## src/spl_map.svh

```systemverilog
// constants for the stack pointer limit checker
// Summary of operation
// - Working register fifteen serves both as a general register and as the stack pointer.
// - The stack pointer always holds the address of the next free stack word.
// - The stack grows upward: pushes raise the pointer, pops lower it.
// - A push writes at the pointer then adds two; a pop subtracts two then reads there.
// - A call pushes the program counter with its top bit cleared by zero extension.
// - An exception pushes the program counter with the status low byte in its upper part.
// - The stack limit register is not touched by reset and is undefined until written.
// - Bit zero of the stack limit register reads zero once the register has been written.
// - Every address formed through the stack pointer is compared with the stack limit.
// - A push at pointer equal to limit does not trap; the next push beyond it traps.
// - An underflow trap is raised whenever a stack pointer address is below 0800h.
// - The program counter is 23 bits wide within a 24-bit program address.
`ifndef SPL_MAP_SVH
`define SPL_MAP_SVH
`define SPL_DATA_W     16
`define SPL_PC_W       23
`define SPL_PADDR_W    24
`define SPL_WORD_STEP  16'h0002
`define SPL_FLOOR      16'h0800
`define SPL_SP_RESET   16'h0800
`define SPL_SP_INDEX   4'hF
`endif

```

## src/spl_pkg.sv

```systemverilog
// types for the stack pointer limit checker
package spl_pkg;
   // stack operation requested by the core
   typedef enum logic [2:0] {
      SPL_OP_NONE,
      SPL_OP_PUSH,
      SPL_OP_POP,
      SPL_OP_CALL,
      SPL_OP_EXC,
      SPL_OP_EA
   } spl_op_t;

   // access presented to the memory side
   typedef struct packed {
      logic        valid;
      logic        write;
      logic [15:0] addr;
      logic [15:0] wdata;
   } spl_mem_t;

   // register file write port of the core
   typedef struct packed {
      logic        we;
      logic [3:0]  idx;
      logic [15:0] data;
   } spl_wreg_t;
endpackage

```

## src/spl_cmp.sv

```systemverilog
// stack address comparator against limit and floor
`timescale 1ns/1ps
`include "spl_map.svh"
module spl_cmp
(
   // address under test
   input  wire logic [15:0] i_addr,
   input  wire logic        i_check,
   // limit value
   input  wire logic [15:0] i_limit,
   // results
   output logic             o_over,
   output logic             o_under
);
   assign o_over  = i_check && (i_addr > i_limit);
   assign o_under = i_check && (i_addr < `SPL_FLOOR);
endmodule

```

## src/spl_core.sv

```systemverilog
// stack pointer, push/pop sequencing and stack error detection
`timescale 1ns/1ps
`include "spl_map.svh"
module spl_core
   import spl_pkg::*;
(
   // clock and reset
   input  wire logic                 i_clk,
   input  wire logic                 i_rst_n,
   // stack operation request
   input  wire spl_pkg::spl_op_t     i_op,
   input  wire logic [15:0]          i_push_data,
   input  wire logic [22:0]          i_pc,
   input  wire logic [7:0]           i_status_low_byte,
   input  wire logic [15:0]          i_ea,
   // register writes from core
   input  wire spl_pkg::spl_wreg_t   i_wreg,
   input  wire logic                 i_limit_we,
   input  wire logic [15:0]          i_limit_data,
   input  wire logic                 i_err_clr,
   // results
   output spl_pkg::spl_mem_t         o_mem,
   output logic [15:0]               o_stack_pointer_reg,
   output logic [15:0]               o_stack_limit_reg,
   output logic                      o_trap_req,
   output logic                      o_stack_err
);
   import spl_pkg::*;

   // ==========================================
   // state
   // ==========================================
   typedef struct packed {
      logic [15:0] sp;
      spl_mem_t    mem;
      logic        trap;
      logic        err;
      logic        pc_hi;
      logic [15:0] pc_hi_word;
   } spl_state_t;

   spl_state_t state;
   spl_state_t next_state;
   logic [15:0] stack_limit_reg;
   logic [15:0] chk_addr;
   logic        chk_en;
   logic        over;
   logic        under;

   // pushed word for a return address upper part
   function automatic logic [15:0] pc_upper(input logic [22:0] pc, input logic [7:0] status_byte,
                                             input logic exc);
      logic [15:0] w;
      w = {9'h000, pc[22:16]};
      if (exc)
         w[15:8] = status_byte;
      return w;
   endfunction

   // ==========================================
   // limit register (no reset)
   // ==========================================
   // limit not reset
   always_ff @(posedge i_clk)
   begin
      if (i_limit_we)
         stack_limit_reg <= {i_limit_data[15:1], 1'b0};
   end

   // ==========================================
   // address check
   // ==========================================
   // every stack address checked
   always_comb
   begin
      chk_en   = 1'b1;
      chk_addr = state.sp;
      case (i_op)
         SPL_OP_PUSH, SPL_OP_CALL, SPL_OP_EXC: chk_addr = state.sp;
         SPL_OP_POP: chk_addr = state.sp - `SPL_WORD_STEP;
         SPL_OP_EA:  chk_addr = i_ea;
         default:    chk_en = state.pc_hi;
      endcase
      // second return word always checked at its own address
      if (state.pc_hi)
      begin
         chk_en   = 1'b1;
         chk_addr = state.sp;
      end
   end

   spl_cmp u_cmp
   (
      .i_addr  (chk_addr),
      .i_check (chk_en),
      .i_limit (stack_limit_reg),
      .o_over  (over),
      .o_under (under)
   );

   // ==========================================
   // next state
   // ==========================================
   always_comb
   begin
      next_state = state;
      next_state.mem = '0;
      next_state.trap = 1'b0;
      next_state.pc_hi = 1'b0;
      if (i_wreg.we && i_wreg.idx == `SPL_SP_INDEX)
         next_state.sp = {i_wreg.data[15:1], 1'b0};
      if (state.pc_hi)
      begin
         // second word of a return address push
         next_state.mem = '{valid: 1'b1, write: 1'b1, addr: state.sp, wdata: state.pc_hi_word};
         next_state.sp  = state.sp + `SPL_WORD_STEP;
      end
      else
      begin
         case (i_op)
            SPL_OP_PUSH:
            begin
               next_state.mem = '{valid: 1'b1, write: 1'b1, addr: state.sp, wdata: i_push_data};
               next_state.sp  = state.sp + `SPL_WORD_STEP;
            end
            SPL_OP_POP:
            begin
               next_state.sp  = state.sp - `SPL_WORD_STEP;
               next_state.mem = '{valid: 1'b1, write: 1'b0, addr: next_state.sp, wdata: 16'h0000};
            end
            // 23-bit pc split into two words
            SPL_OP_CALL, SPL_OP_EXC:
            begin
               next_state.mem = '{valid: 1'b1, write: 1'b1, addr: state.sp,
                                  wdata: {i_pc[15:1], 1'b0}};
               next_state.sp  = state.sp + `SPL_WORD_STEP;
               next_state.pc_hi = 1'b1;
               next_state.pc_hi_word = pc_upper(i_pc, i_status_low_byte, i_op == SPL_OP_EXC);
            end
            default:
            begin
            end
         endcase
      end
      if (over || under)
         next_state.trap = 1'b1;
      if (i_err_clr)
         next_state.err = 1'b0;
      if (over || under)
         next_state.err = 1'b1;
   end

   always_ff @(posedge i_clk)
   begin
      if (!i_rst_n)
      begin
         state    <= '0;
         state.sp <= `SPL_SP_RESET;
      end
      else
         state <= next_state;
   end

   // ==========================================
   // outputs
   // ==========================================
   assign o_mem               = state.mem;
   assign o_stack_pointer_reg = state.sp;
   assign o_stack_limit_reg   = stack_limit_reg;
   assign o_trap_req          = state.trap;
   assign o_stack_err         = state.err;

   // ==========================================
   // checks
   // ==========================================
   a_push_inc: assert property (@(posedge i_clk) disable iff (!i_rst_n)
      (i_op == SPL_OP_PUSH && !state.pc_hi && !i_wreg.we)
      |=> (state.sp == $past(state.sp) + 16'h0002 && state.mem.addr == $past(state.sp)))
      else $error("push did not write then increment");
   a_pop_dec: assert property (@(posedge i_clk) disable iff (!i_rst_n)
      (i_op == SPL_OP_POP && !state.pc_hi && !i_wreg.we)
      |=> (state.mem.addr == state.sp && state.sp == $past(state.sp) - 16'h0002))
      else $error("pop did not decrement then read");
   a_limit_bit0: assert property (@(posedge i_clk)
      $past(i_limit_we) |-> !stack_limit_reg[0])
      else $error("limit bit zero set");
   a_over_trap: assert property (@(posedge i_clk) disable iff (!i_rst_n)
      (i_op == SPL_OP_PUSH && !state.pc_hi && state.sp > stack_limit_reg) |=> o_trap_req)
      else $error("push past limit did not trap");
   a_eq_notrap: assert property (@(posedge i_clk) disable iff (!i_rst_n)
      (i_op == SPL_OP_PUSH && !state.pc_hi && state.sp == stack_limit_reg
       && state.sp >= 16'h0800) |=> !o_trap_req)
      else $error("push at limit trapped");
   a_under_trap: assert property (@(posedge i_clk) disable iff (!i_rst_n)
      (i_op == SPL_OP_POP && !state.pc_hi && state.sp < 16'h0802) |=> (o_trap_req && o_stack_err))
      else $error("underflow not flagged");
   a_call_msb: assert property (@(posedge i_clk) disable iff (!i_rst_n)
      (i_op == SPL_OP_CALL && !state.pc_hi) |=> ##1 (state.mem.write && !state.mem.wdata[15]))
      else $error("call push top bit set");
   a_exc_status: assert property (@(posedge i_clk) disable iff (!i_rst_n)
      (i_op == SPL_OP_EXC && !state.pc_hi)
      |=> ##1 (state.mem.wdata[15:8] == $past(i_status_low_byte, 2)))
      else $error("exception push lacks status byte");
   a_err_sticky: assert property (@(posedge i_clk) disable iff (!i_rst_n)
      (o_stack_err && !i_err_clr) |=> o_stack_err)
      else $error("stack error flag dropped");
   a_second_word: assert property (@(posedge i_clk) disable iff (!i_rst_n)
      state.pc_hi |=> (state.mem.valid && state.mem.write && state.mem.addr == $past(state.sp)))
      else $error("second return word not written");
   a_err_set: assert property (@(posedge i_clk) disable iff (!i_rst_n)
      (over || under) |=> (o_trap_req && o_stack_err))
      else $error("stack error not raised");
endmodule

```

## config.mk

```make
export PLATFORM = sky130hd
export DESIGN_NAME = spl_core
export DESIGN_NICKNAME = d
export VERILOG_FILES = /design/src/spl_pkg.sv /design/src/spl_cmp.sv /design/src/spl_core.sv
export VERILOG_INCLUDE_DIRS = /design/src /design/src/src
export SDC_FILE = /design/constraint.sdc
export NUM_CORES = 1
export LEC_CHECK = 0
export BUFFER_PORTS_ARGS = -buffer_cell sky130_fd_sc_hd__buf_2
export CAP_MARGIN = 25
export CORE_UTILIZATION = 55
export CTS_CLUSTER_DIAMETER = 50
export DETAILED_ROUTE_END_ITERATION = 6
export GPL_TIMING_DRIVEN = 0
export PLACE_DENSITY_LB_ADDON = 0.05
export SYNTH_ARGS = -nofsm -noshare
export SYNTH_HDL_FRONTEND = slang
export SYNTH_SLANG_ARGS = --single-unit
```

## constraint.sdc

```tcl
create_clock -name i_clk -period 5.3 [get_ports i_clk]
set_clock_uncertainty 0.05 [all_clocks]
set_input_delay 0 -clock i_clk [delete_from_list [all_inputs] [get_ports i_clk]]
set_output_delay 0 -clock i_clk [all_outputs]
set_load 0.05 [all_outputs]
```

==> summary.txt <==
Cells and area
  • Fraction of layout cells with a size suffix above 1: 28.0%
  • Area grow syn2layout: 34.3%
  • Max reg flops: 34
  • Design Area, Final: 7020 sq um
  • Number of nets in the final layout: 1011
  • N_diodes: 0

Critical path
  • CP startpoint kind: flop
  • Slowest stage delay, CP: 0.64 ns
  • Internal reg-to-reg setup slack: 1.31 ns
  • Critical Path Source: o_stack_pointer_reg[1]$_SDFFE_PN0P_
  • Worst setup EP type: flop
  • CP Cell Sequence: clkbuf_1, inv_1, ha_1, or4b_2, nor2_1, a32oi_1, o21ai_0, ha_1, nand4_1, o21bai_1, a311oi_1, o41ai_1, nand3_1
  • Slowest CP cell: or4b_2
  • Critical path required time: 5.47 ns
  • Capture point of the worst reg-to-reg path: o_stack_err$_SDFFE_PN0P_
  • Worst Reg-to-Reg Cells: 13
  • WS Path Type: reg -> reg
  • Cell mode on critical path: ha_1
  • Data arrival, critical path: 4.16 ns
  • CP max FO: 8
  • FF-to-FF Start: o_stack_pointer_reg[1]$_SDFFE_PN0P_

Synthesis
  • Top cell type's share of synthesized area: 25.7%
  • Post-synthesis area per instance: 8.08 sq um
  • Sequential fraction of the synthesis area: 34.3%
  • FF+latch count, synth: 82
  • Mapped Area: 5230 sq um
  • Syn. warnings: 0
  • Main flop type after synthesis: dfxtp_1
  • EDFF count, synth: 15
  • Post-Syn Instances: 647
  • Synth unique cells: 68
  • Cell taking the most area after synthesis: dfxtp_1
  • Async set-reset flop share out of synthesis: 0%
  • Synth area leaders: dfxtp_1 26%, edfxtp_1 8.6%, buf_4 7.3%

Die
  • I/O pins: 175
  • Die X: 99.5 microns
  • Std-Cell Rows: 35
  • Initial Utilization: 56.6%
  • Die Area: 9900 sq um
  • Die height: 99.5 microns
  • Core box area: 9240 sq um

Timing
  • Relative slew slack: 38.2%
  • Min cycle time layout: 3.99 ns
  • Slew @ Worst Pin: 0.923 ns
  • Final Worst Setup Slack: 1.31 ns
  • Period Utilization, post-route: 75.4%
  • Fmax: 250 MHz
  • Final setup vio count: 0
  • Setup Total Neg Slack: 0 ns
  • Hold Worst Slack: 0.0118 ns
  • Final Hold Vio Count: 0
  • RSZ-0062 raised after global routing: false
  • Slew Limit Fails: 0

Clock network
  • Clk pin slew, worst setup/hold paths: 0.10 ns
  • Clock Tree Buf Depth: 2
  • Worst skew pair latency: 0.37 ns
  • CTS tree: yes
  • # H-tree levels: 3
  • Clock sink count: 82
  • Post-CTS setup buffer count: 0
  • CTS buffer count: 9
  • Clock root buffer: clkbuf_8

Placed design
  • Cell area after placement: 6250 sq um
  • Post-place setup slack: 1.42 ns
  • Hpwl dp: 12.2 mm
  • Number of port buffers: 169
  • GPL Wtd Cong: 1.01

Global routing
  • Largest net degree at the start of global routing: 16
  • Vias in the first global route: 5833
  • Total global routing overflow: 0
  • First-pass GRT wire length: 28.5 mm
  • GRT Util Overall: 37.0%
  • Initial antenna violation count: 0

Drt
  • Via-to-Cell Ratio: 5.84
  • Vias: 5967
  • WL/cell: 17.8 microns
  • DR pass1 iterations: 5
  • Post-DRT Antenna Nets: 0
  • Routed wire length: 18.2 mm
  • Iteration-0 DRC Markers: 516
  • # DRC: 0

Min path
  • Hold_sp: i_push_data[6]
  • Hold Crit Endpoint: o_mem[6]$_SDFF_PN0_
  • Hold path cells: 5
  • Worst hold-check path type: in -> reg

Power
  • Final total power: 1.82 mW
  • Cell Pwr Density: 259 nW/um^2
  • LEAKAGE: 3.26 nW
  • Worst vdd ir: 0.000197 V

Job
  • Max Cap Viol: 0

Run status
  • Status: finished, final reports clean
-- synth_stat cells, types with 8 or more instances --
master,instances
a21oi_1,39
a22o_1,11
a22oi_1,24
and2_1,11
and3_1,12
buf_4,51
clkbuf_1,42
dfxtp_1,67
edfxtp_1,15
ha_1,17
inv_1,25
mux2i_1,9
nand2_1,59
nand3_1,11
nor2_1,46
nor2b_1,20
nor3_1,12
o21ai_0,55
o31ai_1,8
-- layer usage --
metal	routed length, microns	vias up	track usage (%)	share of wire, %
met2	8550	364	61.6	47
met1	7330	2765	45.7	40
met3	1710	65	7.80	9.4
met4	606	0	17.2	3.3
li1	-	2773	-	-
met5	0	-	0	0
-- cells by family (layout without fill, tap and decap cells) --
group           after synthesis  in the layout  share of synthesized area [%]
other cells                   1              3                         0.0717
xor+xnor                      5              5                          0.837
simple gates                211            211                           21.3
flops                        82             82                           34.3
fa+ha+maj                    17             17                           4.07
buf+inv                     125            368                           12.7
compound gates              197            197                           25.0
mux                           9              9                           1.72
-- worst max-delay path by stage --
stage	end	slack, ns	depth (start not counted)
2_1_floorplan	o_stack_err$_SDFFE_PN0P_	2.13	14
3_3_place_gp	o_stack_err$_SDFFE_PN0P_	1.51	13
3_5_place_dp	o_stack_err$_SDFFE_PN0P_	1.42	13
4_1_cts	o_stack_err$_SDFFE_PN0P_	1.39	13
5_1_grt	o_stack_err$_SDFFE_PN0P_	1.03	14
6_report	o_stack_err$_SDFFE_PN0P_	1.31	13
-- critical path: cells and delay by family (launching register included) --
| kind | cells | cell delay, ns |
|---|---|---|
| AO/OA/AOI/OAI | 5 | 1.23 |
| adder cells (fa/ha/maj) | 2 | 0.67 |
| buffers and inverters | 2 | 0.43 |
| flip-flops | 1 | 0.34 |
| AND/OR/NAND/NOR | 4 | 1.13 |
-- layout make-up --
type | instances | area (sq um)
plain buffers | 100 | 571
flip-flops and latches | 82 | 1790
clock buffers | 10 | 138
well taps | 129 | 161
repair buffers | 227 | 1420
multi-input cells | 442 | 2780
clock inverters | 6 | 70.1
fillers | 682 | 2220
inverters | 25 | 93.8
-- report_power, final --
| group | internal [mW] | switching, mW |
|---|---|---|
| sequential | 0.675 | 0.0299 |
| combinational | 0.227 | 0.394 |
| clock | 0.236 | 0.257 |
| total | 1.14 | 0.681 |
-- metrics by stage --
stage,cells,util [%]
after global routing,1021,76.0
final,1021,76.0
after detailed placement,949,67.7
after floorplan,649,-
after CTS,1021,76.0
after global placement,947,67.6
-- cell usage in the layout (no fill, tap or decap), types with 10 or more instances in the layout --
cell type	synthesis	routed
a21oi_1	39	39
a22o_1	11	11
a22oi_1	24	24
and2_1	11	11
and3_1	12	12
buf_2	3	174
buf_4	51	51
clkbuf_1	42	42
clkbuf_8	0	10
dfxtp_1	67	67
dlygate4sd3_1	0	56
edfxtp_1	15	15
ha_1	17	17
inv_1	25	25
nand2_1	59	59
nand3_1	11	11
nor2_1	46	46
nor2b_1	20	20
nor3_1	12	12
o21ai_0	55	55
-- repair_timing --
| item | CTS | global route |
|---|---|---|
| hold endpoints to repair | 68 | 0 |
| resized for setup | 0 | 0 |
| hold buffers | 56 | 0 |
Note: power is estimated with default switching activity, not from simulation.
